==> src/verilog/dlu_pkg.sv <==
package dlu_pkg;

  // Send command codes from user logic
  localparam logic [1:0] DLU_CMD_NONE = 2'h0;
  localparam logic [1:0] DLU_CMD_PM = 2'h1;
  localparam logic [1:0] DLU_CMD_VSD = 2'h2;
  localparam logic [1:0] DLU_CMD_BAD = 2'h3;

  // Power-management DLLP type codes
  localparam logic [2:0] DLU_PM_ENTER_L1 = 3'h0;
  localparam logic [2:0] DLU_PM_ENTER_L2 = 3'h1;
  localparam logic [2:0] DLU_PM_ASREQ_L1 = 3'h3;
  localparam logic [2:0] DLU_PM_REQ_ACK = 3'h4;

  // Link layer state code from the core
  localparam logic [1:0] DLU_LL_INACTIVE = 2'h0;
  localparam logic [1:0] DLU_LL_INIT = 2'h1;
  localparam logic [1:0] DLU_LL_ACTIVE = 2'h2;

  // Widths and reset values
  localparam int DLU_VSD_W = 24;
  localparam int DLU_RBUF_W = 8;
  localparam logic [2:0] DLU_PM_RESET = 3'h0;
  localparam logic [23:0] DLU_VSD_RESET = 24'h000000;

  // Sender states, one-hot
  typedef enum logic [2:0] {
    DLU_TX_IDLE = 3'b001,
    DLU_TX_PEND = 3'b010,
    DLU_TX_DONE = 3'b100
  } dlu_tx_state_t;

  // One DLLP as passed to or from the link engine
  typedef struct packed {
    logic is_vendor;
    logic [2:0] pm_type;
    logic [DLU_VSD_W-1:0] payload;
  } dlu_dllp_t;

  // Link layer state indicators
  typedef struct packed {
    logic inactive;
    logic initializing;
    logic active;
    logic delivering;
  } dlu_link_t;

endpackage

==> src/verilog/dlu_tx_req.sv <==
`timescale 1ns/1ps
`default_nettype none
module dlu_tx_req
  import dlu_pkg::*;
(
  // Clock and reset
  input wire logic clock_in,
  input wire logic resetn_in,
  // User command side
  input wire logic [1:0] cmd_in,
  input wire logic [2:0] pm_type_in,
  input wire logic [DLU_VSD_W-1:0] vsd_in,
  output logic sent_out,
  // Link engine side
  output logic req_out,
  output dlu_dllp_t dllp_out,
  input wire logic gnt_in
);

  dlu_tx_state_t state_q, state_d;
  dlu_dllp_t dllp_q, dllp_d;
  logic sent_q, sent_d;

  // Next state; a finished command must drop to none before the next
  always_comb begin
    state_d = state_q;
    dllp_d = dllp_q;
    sent_d = 1'b0;
    unique case (state_q)
      DLU_TX_IDLE: begin
        // Code 11 is ignored, nothing is latched for it
        if (cmd_in == DLU_CMD_PM || cmd_in == DLU_CMD_VSD) begin
          dllp_d.is_vendor = (cmd_in == DLU_CMD_VSD);
          dllp_d.pm_type = pm_type_in;
          dllp_d.payload = vsd_in;
          state_d = DLU_TX_PEND;
        end
      end
      DLU_TX_PEND: begin
        if (gnt_in) begin
          sent_d = 1'b1;
          state_d = DLU_TX_DONE;
        end
      end
      DLU_TX_DONE: begin
        // Avoids resending a command still held high by the user
        if (cmd_in == DLU_CMD_NONE) begin
          state_d = DLU_TX_IDLE;
        end
      end
      default: state_d = DLU_TX_IDLE;
    endcase
  end

  // Registers
  always_ff @(posedge clock_in or negedge resetn_in) begin
    if (!resetn_in) begin
      state_q <= DLU_TX_IDLE;
      dllp_q <= '0;
      sent_q <= 1'b0;
    end else begin
      state_q <= state_d;
      dllp_q <= dllp_d;
      sent_q <= sent_d;
    end
  end

  // Outputs
  assign req_out = (state_q == DLU_TX_PEND);
  assign dllp_out = dllp_q;
  assign sent_out = sent_q;

  a_sent_after_gnt: assert property (@(posedge clock_in)
    disable iff (!resetn_in)
    req_out && gnt_in |=> sent_out ##1 !sent_out)
    else $error("sent did not pulse once after grant");

  a_req_holds: assert property (@(posedge clock_in)
    disable iff (!resetn_in)
    req_out && !gnt_in |=> req_out && $stable(dllp_out))
    else $error("request dropped or changed before grant");

  a_bad_cmd_ignored: assert property (@(posedge clock_in)
    disable iff (!resetn_in)
    state_q == DLU_TX_IDLE && cmd_in == DLU_CMD_BAD |=> !req_out)
    else $error("unused command started a send");

endmodule
`default_nettype wire

==> src/verilog/dlu_link_port.sv <==
`timescale 1ns/1ps
`default_nettype none
// Functional notes
// - Three separate outputs tell whether the link layer is inactive, initializing or active.
// - The delivering output is high only while active and passing TLPs upward.
// - The sent output pulses once the requested DLLP has really gone out.
// - The received power DLLP type is shown with the same 3-bit coding.
// - The 24-bit payload of a received vendor DLLP is shown on its own output.
// - An active-high valid pulse marks a received DLLP and qualifies type and payload.
// - An output shows when the retry buffer holds no unacknowledged TLPs.
// - An output shows whenever any DLLP is waiting to be sent.
// - An output pulses for each TLP received, as a link activity measure.
module dlu_link_port
  import dlu_pkg::*;
(
  // Clock and reset
  input wire logic clock_in,
  input wire logic resetn_in,
  // Link layer status from the core
  input wire logic [1:0] dl_state_in,
  input wire logic tl_accepting_in,
  input wire logic [DLU_RBUF_W-1:0] rbuf_count_in,
  input wire logic core_dllp_queued_in,
  input wire logic rx_tlp_good_in,
  // Received DLLP from the core
  input wire logic rx_dllp_val_in,
  input wire dlu_dllp_t rx_dllp_in,
  // Transmit DLLP toward the link engine
  output logic tx_eng_req_out,
  output dlu_dllp_t tx_eng_dllp_out,
  input wire logic tx_eng_gnt_in,
  // User command
  input wire logic [1:0] tx_dllp_cmd_in,
  input wire logic [2:0] tx_pm_type_in,
  input wire logic [DLU_VSD_W-1:0] tx_vsd_data_in,
  output logic tx_dllp_sent_out,
  // User status
  output logic link_layer_inactive_flag_out,
  output logic link_layer_initializing_flag_out,
  output logic link_layer_active_flag_out,
  output logic link_layer_delivering_flag_out,
  // User received DLLP
  output logic [2:0] rx_pm_type_out,
  output logic [DLU_VSD_W-1:0] rx_vsd_data_out,
  output logic rx_dllp_val_out,
  // Power management hints
  output logic tx_rbuf_empty_out,
  output logic tx_dllp_pend_out,
  output logic rx_tlp_rcvd_out
);

  // Decode one state code into a flag; unknown codes read inactive
  function automatic logic dl_is(input logic [1:0] code,
                                 input logic [1:0] want);
    logic known;
    known = (code == DLU_LL_INIT) || (code == DLU_LL_ACTIVE);
    if (want == DLU_LL_INACTIVE) begin
      dl_is = !known;
    end else begin
      dl_is = (code == want);
    end
  endfunction

  dlu_link_t link_q, link_d;
  logic [2:0] rx_type_q, rx_type_d;
  logic [DLU_VSD_W-1:0] rx_vsd_q, rx_vsd_d;
  logic rx_val_q, rx_val_d;
  logic rbuf_empty_q, rbuf_empty_d;
  logic pend_q, pend_d;
  logic tlp_q, tlp_d;
  logic user_req;

  // Request holder between user command and link engine
  dlu_tx_req u_tx_req (
    .clock_in(clock_in),
    .resetn_in(resetn_in),
    .cmd_in(tx_dllp_cmd_in),
    .pm_type_in(tx_pm_type_in),
    .vsd_in(tx_vsd_data_in),
    .sent_out(tx_dllp_sent_out),
    .req_out(user_req),
    .dllp_out(tx_eng_dllp_out),
    .gnt_in(tx_eng_gnt_in)
  );
  assign tx_eng_req_out = user_req;

  // Link state flags
  always_comb begin
    link_d.inactive = dl_is(dl_state_in, DLU_LL_INACTIVE);
    link_d.initializing = dl_is(dl_state_in, DLU_LL_INIT);
    link_d.active = dl_is(dl_state_in, DLU_LL_ACTIVE);
    // Up only once TLPs actually flow, not on entry to active
    link_d.delivering = link_d.active && tl_accepting_in;
  end

  always_ff @(posedge clock_in or negedge resetn_in) begin
    if (!resetn_in) begin
      link_q <= '{inactive: 1'b1, default: 1'b0};
    end else begin
      link_q <= link_d;
    end
  end

  assign link_layer_inactive_flag_out = link_q.inactive;
  assign link_layer_initializing_flag_out = link_q.initializing;
  assign link_layer_active_flag_out = link_q.active;
  assign link_layer_delivering_flag_out = link_q.delivering;

  // Received DLLP; type holds until the next power DLLP, payload until the next vendor DLLP
  always_comb begin
    rx_type_d = rx_type_q;
    rx_vsd_d = rx_vsd_q;
    rx_val_d = rx_dllp_val_in;
    if (rx_dllp_val_in) begin
      if (rx_dllp_in.is_vendor) begin
        rx_vsd_d = rx_dllp_in.payload;
      end else begin
        rx_type_d = rx_dllp_in.pm_type;
      end
    end
  end

  always_ff @(posedge clock_in or negedge resetn_in) begin
    if (!resetn_in) begin
      rx_type_q <= DLU_PM_RESET;
      rx_vsd_q <= DLU_VSD_RESET;
      rx_val_q <= 1'b0;
    end else begin
      rx_type_q <= rx_type_d;
      rx_vsd_q <= rx_vsd_d;
      rx_val_q <= rx_val_d;
    end
  end

  assign rx_pm_type_out = rx_type_q;
  assign rx_vsd_data_out = rx_vsd_q;
  assign rx_dllp_val_out = rx_val_q;

  // Power management hints, registered so they carry no glitches
  always_comb begin
    rbuf_empty_d = (rbuf_count_in == '0);
    // Counts user requests and the core's own ack/flow DLLPs alike
    pend_d = user_req || core_dllp_queued_in;
    tlp_d = rx_tlp_good_in;
  end

  always_ff @(posedge clock_in or negedge resetn_in) begin
    if (!resetn_in) begin
      rbuf_empty_q <= 1'b1;
      pend_q <= 1'b0;
      tlp_q <= 1'b0;
    end else begin
      rbuf_empty_q <= rbuf_empty_d;
      pend_q <= pend_d;
      tlp_q <= tlp_d;
    end
  end

  assign tx_rbuf_empty_out = rbuf_empty_q;
  assign tx_dllp_pend_out = pend_q;
  assign rx_tlp_rcvd_out = tlp_q;

  a_state_onehot: assert property (@(posedge clock_in)
    disable iff (!resetn_in)
    $onehot({link_layer_inactive_flag_out,
             link_layer_initializing_flag_out,
             link_layer_active_flag_out}))
    else $error("link state flags not exactly one");

  a_active_follows: assert property (@(posedge clock_in)
    disable iff (!resetn_in)
    resetn_in && dl_state_in == DLU_LL_ACTIVE |=> link_layer_active_flag_out)
    else $error("active flag missed active state");

  a_up_needs_active: assert property (@(posedge clock_in)
    disable iff (!resetn_in)
    link_layer_delivering_flag_out |-> link_layer_active_flag_out
      && $past(tl_accepting_in))
    else $error("delivering flag without active and accepting");

  a_rx_pm_type: assert property (@(posedge clock_in)
    disable iff (!resetn_in)
    resetn_in && rx_dllp_val_in && !rx_dllp_in.is_vendor |=>
      rx_dllp_val_out && rx_pm_type_out == $past(rx_dllp_in.pm_type))
    else $error("received power type not presented");

  a_rx_vsd_data: assert property (@(posedge clock_in)
    disable iff (!resetn_in)
    resetn_in && rx_dllp_val_in && rx_dllp_in.is_vendor |=>
      rx_dllp_val_out && rx_vsd_data_out == $past(rx_dllp_in.payload))
    else $error("received vendor payload not presented");

  a_rbuf_empty: assert property (@(posedge clock_in)
    disable iff (!resetn_in)
    // Release edge still shows reset values, so skip it
    $past(resetn_in) |->
      tx_rbuf_empty_out == ($past(rbuf_count_in) == '0))
    else $error("retry empty does not match count");

  a_pend_user: assert property (@(posedge clock_in)
    disable iff (!resetn_in)
    tx_eng_req_out ##1 tx_eng_req_out |-> tx_dllp_pend_out)
    else $error("waiting DLLP not shown as pending");

  a_tlp_pulse: assert property (@(posedge clock_in)
    disable iff (!resetn_in)
    resetn_in && rx_tlp_good_in |=> rx_tlp_rcvd_out)
    else $error("received TLP not signalled");

  // Pulses must not appear without their cause
  a_rx_val_quiet: assert property (@(posedge clock_in)
    disable iff (!resetn_in)
    resetn_in && !rx_dllp_val_in |=> !rx_dllp_val_out)
    else $error("received valid without a DLLP");

  a_tlp_quiet: assert property (@(posedge clock_in)
    disable iff (!resetn_in)
    resetn_in && !rx_tlp_good_in |=> !rx_tlp_rcvd_out)
    else $error("TLP pulse without a received TLP");

endmodule
`default_nettype wire

==> config.mk <==
export PLATFORM = sky130hd
export DESIGN_NAME = dlu_link_port
export DESIGN_NICKNAME = d
export VERILOG_FILES = /design/src/verilog/dlu_pkg.sv /design/src/verilog/dlu_tx_req.sv /design/src/verilog/dlu_link_port.sv
export SDC_FILE = /design/constraint.sdc
export NUM_CORES = 1
export LEC_CHECK = 0
export BUFFER_PORTS_ARGS = -buffer_cell sky130_fd_sc_hd__buf_2
export CORE_UTILIZATION = 40
export DETAILED_ROUTE_END_ITERATION = 7
export HOLD_SLACK_MARGIN = 0.03
export PLACE_DENSITY = 0.77
export SKIP_LAST_GASP = 1
export SLEW_MARGIN = 30
export SYNTH_ARGS = -nofsm -noshare
export SYNTH_HDL_FRONTEND = slang
export SYNTH_HIERARCHICAL = 1
export SYNTH_SLANG_ARGS = --single-unit
export TNS_END_PERCENT = 1
==> constraint.sdc <==
create_clock -name clock_in -period 2.2 [get_ports clock_in]
set_input_delay 0.66 -clock clock_in [delete_from_list [all_inputs] [get_ports clock_in]]
set_output_delay 0.66 -clock clock_in [all_outputs]
set_load 0.005 [all_outputs]
### Word-level counts from Yosys, hierarchy flattened

Index checks and enable logic that the tools add are counted.

* eq/ne operators: 10
* bitwise operators: 1
* add/sub/neg operators: 0
* multipliers: 0
* muxes and demuxes: 6
* div/mod/pow operators: 0
* reductions and logical operators: 11
* shift operators: 0
* order comparisons: 0

Operator list (number)
* 2-to-1 mux 3 bit: 3
* one-hot mux 3 bit (3 select lines): 1
* zero test 8 bit: 1
* AND reduction 2 bit: 3
* == test 2 x 1 -> 1 bit, second input constant: 2
* == test 2 bit, second input constant: 2
* inequality test 2 x 1 -> 1 bit, second input constant: 2
* == test 3 x 1 -> 1 bit, second input constant: 1
* == test 3 x 2 -> 1 bit, second input constant: 1
* == test 3 bit, second input constant: 1
* logical OR 1 bit: 3
* AND reduction 3 bit: 1
* zero test 2 bit: 1
* 2-to-1 mux 1 bit: 2
* inequality test 2 bit, second input constant: 1
* logical AND 1 bit: 1
* zero test 1 bit: 1
* NOT 1 bit: 1

* memories kept: 0
* RAM bits: 0
* bits in read-only memories: 0
* register bits after elaboration: 67
* output and inout port bits: 65
* input bits: 74
* bits in latches: 0
* logic and storage cells: 43

### Longest topological paths before layout

* depth after elaboration: 4
* depth in mapped cells: 6
* gate-level depth less buffers: 4

### Cells and area by module

The synthesis kept the hierarchy.

Modules (own cells, without submodules)
* dlu_link_port: times used 1, seq. area each 878.3 um2, cells an instance 75, area each 1357.6 um2
* dlu_tx_req: times used 1, seq. area each 802.0 um2, cells an instance 78, area each 1293.7 um2

### Worst setup path after synthesis

Ideal clock, no wire load.

* kind: in2reg
* start: input port tx_dllp_cmd_in[0]
* end: register u_tx_req.dllp_q, in the netlist u_tx_req/dllp_out[10]
* arrival: 1786 ps
* setup slack: 289 ps
* buffers on the path: 2
* stages: 6
* cells stage by stage: inv_1 ha_1 and4bb_1 buf_6 buf_6 mux2_4

* longest elaborated chain between the ends: 3
* elaborated cells on any way between the ends: 4

Ends and longest elaborated chain
* start: declaration: RTL line dlu_link_port.sv:33 `input wire logic [1:0] tx_dllp_cmd_in,`
* == test 2 x 1 -> 1 bit / == test 2 bit (equally long branches): RTL line dlu_tx_req.sv:32 `if (cmd_in == DLU_CMD_PM || cmd_in == DLU_CMD_VSD) begin`
* logical OR 1 bit *: RTL line dlu_tx_req.sv:32
* AND reduction 2 bit (no source line) *
* end signal: assignment: RTL line dlu_tx_req.sv:63 `dllp_q <= dllp_d;`
* end: declaration: RTL line dlu_tx_req.sv:21 `dlu_dllp_t dllp_q, dllp_d;`

Mark *: on every way between the ends. The rest lies on a longest branch, timed or not.
A chain may end at the register's enable or synchronous reset.

### Worst setup path after layout

* start: register u_tx_req.state_q[1]
* end: output port tx_eng_req_out

* longest elaborated chain between the ends: 1

Ends and longest elaborated chain
* start: declaration: RTL line dlu_tx_req.sv:20 `dlu_tx_state_t state_q, state_d;`
* start signal: assignment: RTL line dlu_tx_req.sv:62 `state_q <= state_d;`
* == test 3 x 2 -> 1 bit: RTL line dlu_tx_req.sv:69 `assign req_out = (state_q == DLU_TX_PEND);`
* end: declaration: RTL line dlu_link_port.sv:29 `output logic tx_eng_req_out,`

No other way between the ends.

==> flow_summary.ini <==
[finish]
drive_above_1_share_pct = 70.9
fin_cells = 383
fin_nets = 379
area_delta_synth_final_pct = 37.0
n_antenna_cell = 0

[global_routing]
use_met3_pct = 6.76
grt_max_degree = 68
grt_antenna_before_repair = 0
grt_pass1_vias = 1837
grt_usage_pct = 15.9
grt-busiest-layer = met2
use_met2_pct = 25.9
globalRouteOverflowTotal = 0
use_met1_pct = 19.3
grt_pass1_wl_um = 8570

[yosys]
synth_edf_count = 0
syn_avg_cell_area_sq_um = 17.3
yosys_warnings = 6
syn_inst = 153
yosysTopAreaCell = dfrtp_1
ys.flop_type = dfrtp_1
ys_top_cells_by_area = dfrtp_1 60%, mux2_4 16%, mux2_2 11%
yosysTopAreaCellShare_pct = 60.4
ys_seq_area_share_pct = 63.4
synth_area_sq_mm = 0.00265
syn_nets = 231
netlist-cell-type-count = 21
async_flop_share_pct = 100
synth-seq-cells = 67
yosys-top-cells-count = 64 x dfrtp_1, 29 x mux2_4, 26 x mux2_2
yosysMostFrequentCell = dfrtp_1

[clocking]
clock_tree.root_cell = clkbuf_8
clk_pin_slew_ns = 0.07
h-tree-depth = 3
cts_sinks = 67
hold_buffers = 0
postCtsResizedCells = 0
post-cts-setup-buffers = 0
cts_tree = done
cts_buffers = 9
clockBufferDepth = 2
clock_latency_ns = 0.32

[setup_path]
critPathLaunchType = flop
cp_max_fo = 7
regToRegStartpoint = u_tx_req/state_q[0]$_DFFE_PN1P_
cp.required_ns = 1.54
crit_type = flop to output port
end_kind = output port
reg2reg_slack_ns = 0.62
r2r-end = u_tx_req/dllp_out[19]$_DFFE_PN0P_
worstPathArrival_ns = 1.39
ff2ff_path_depth = 3

[floorplanning]
chipHeight_um = 83.4
dieWidth_um = 83.4
start_util_pct = 41.5
io_pins = 139
core-area_sq_mm = 0.00639
die_area_sq_mm = 0.00696
placementRows = 29

[sta]
timing.slew.headroom_pct = 69.0
tightest_slew_ns = 0.464
finalCriticalPeriod_ns = 2.05
holdWs_ns = 0.347
rsz0062_at_grt = no
skew_ns = 0.0119
finalMaxSlewViolations = 0
finalHoldViolations = 0
setup-violations-final = 0
min_period_over_period_pct = 93.2
clock.fmax_mhz = 488
finalSetupTns_ns = 0

[routing]
ant_nets = 0
firstDrtPassIters = 3
drt_iter0_drc = 40
via_per_inst = 4.52
drc = 0
wl_per_cell_um = 13.4
wl_um = 5140
vias = 1733

[power]
p_leak_nw = 1.91
ir_drop_uv = 559
p_per_area_mw_per_mm2 = 1070

[placement]
dp_cells = 367
io_buffer_count = 138
gp_congestion = 0.721
hpwl_um = 3770

[status]
outcome = completed

[worst_hold_path]
hp-class = input pin to asynchronous set/reset pin

[job]
max_cap_viol_count = 0
## logic make-up (layout without fill, tap and decap cells)
family / after synthesis / in the layout / share of synthesized area, %
compound gates: 2 / 2 / 0.378
fa+ha+maj: 4 / 4 / 1.89
buf+inv: 9 / 162 / 2.45
flops: 67 / 67 / 63.4
mux: 55 / 55 / 27.5
simple gates: 16 / 16 / 4.44
## sequential cells by signal, summed over array words and instances (netlist names), 3 cells and up
name               flops
u_tx_req/state_q       3
rx_vsd_data_out       24
u_tx_req/dllp_out     28
rx_pm_type_out         3
## where the power goes
group	internal [mW]	leakage, nW	switching (mW)	total, mW
Clock	0.435	0.0872	0.409	0.844
Combinational	0.804	1.03	0.446	1.25
Sequential	1.61	0.793	0.196	1.81
Total	2.85	1.91	1.05	3.90
## layout by cell type, fill, tap and decap left out, types with 2 or more instances in the layout
master and count:
ha_1 4, mux2_2 26, mux2_4 29, clkbuf_8 10, a21oi_1 2, and2_1 2
clkinv_2 3, buf_2 138, or4_1 2, or3b_2 2, buf_12 4, clkbuf_1 3
inv_1 4, dfstp_2 3, dfrtp_1 64, nand3b_1 2
## final cells by class
| cell class | instances | area, sq um |
|---|---|---|
| fill | 566 | 2750 |
| multi-input combinational | 77 | 906 |
| clock buffer | 13 | 149 |
| sequential | 67 | 1680 |
| timing repair buffer | 142 | 771 |
| clock inverter | 3 | 15.0 |
| inverter | 4 | 15.0 |
| tap | 77 | 96.3 |
## metrics by stage
stage / util (%) / power [mW] / setup slack [ns] / area, sq um
after global routing: 56.9 / 4.17 / 0.0406 / 3630
after global placement: 54.3 / 3.05 / 0.152 / 3470
after floorplan: - / 2.51 / 0.289 / 2650
after CTS: 56.9 / 3.97 / 0.123 / 3630
final: 56.9 / 3.90 / 0.151 / 3630
after detailed placement: 54.3 / 3.10 / 0.119 / 3470
## critical path: stages (launching register included)
cell and delay (ns):
dfrtp_1 0.43, nor3b_1 0.44, buf_2 0.20
## metal layers
layer | part of all wire (%) | vias to the layer above
met2 | 48 | 80
met3 | 8.0 | 4
li1 | - | 828
met5 | 0 | -
met4 | 0.56 | 0
met1 | 43 | 821
## worst max-delay path by stage
stage / startpoint / end / slack (ns) / cells after the start
after floorplan: tx_dllp_cmd_in[0] / u_tx_req/dllp_out[10]$_DFFE_PN0P_ / 0.29 / 6
after CTS: u_tx_req/state_q[1]$_DFFE_PN0P_ / tx_eng_req_out / 0.12 / 2
after global routing: u_tx_req/state_q[1]$_DFFE_PN0P_ / tx_eng_req_out / 0.04 / 2
final: u_tx_req/state_q[1]$_DFFE_PN0P_ / tx_eng_req_out / 0.15 / 2
after detailed placement: tx_dllp_cmd_in[0] / u_tx_req/dllp_out[15]$_DFFE_PN0P_ / 0.12 / 6
after global placement: tx_dllp_cmd_in[0] / u_tx_req/dllp_out[19]$_DFFE_PN0P_ / 0.15 / 6
Note: power is estimated with default switching activity, not from simulation.
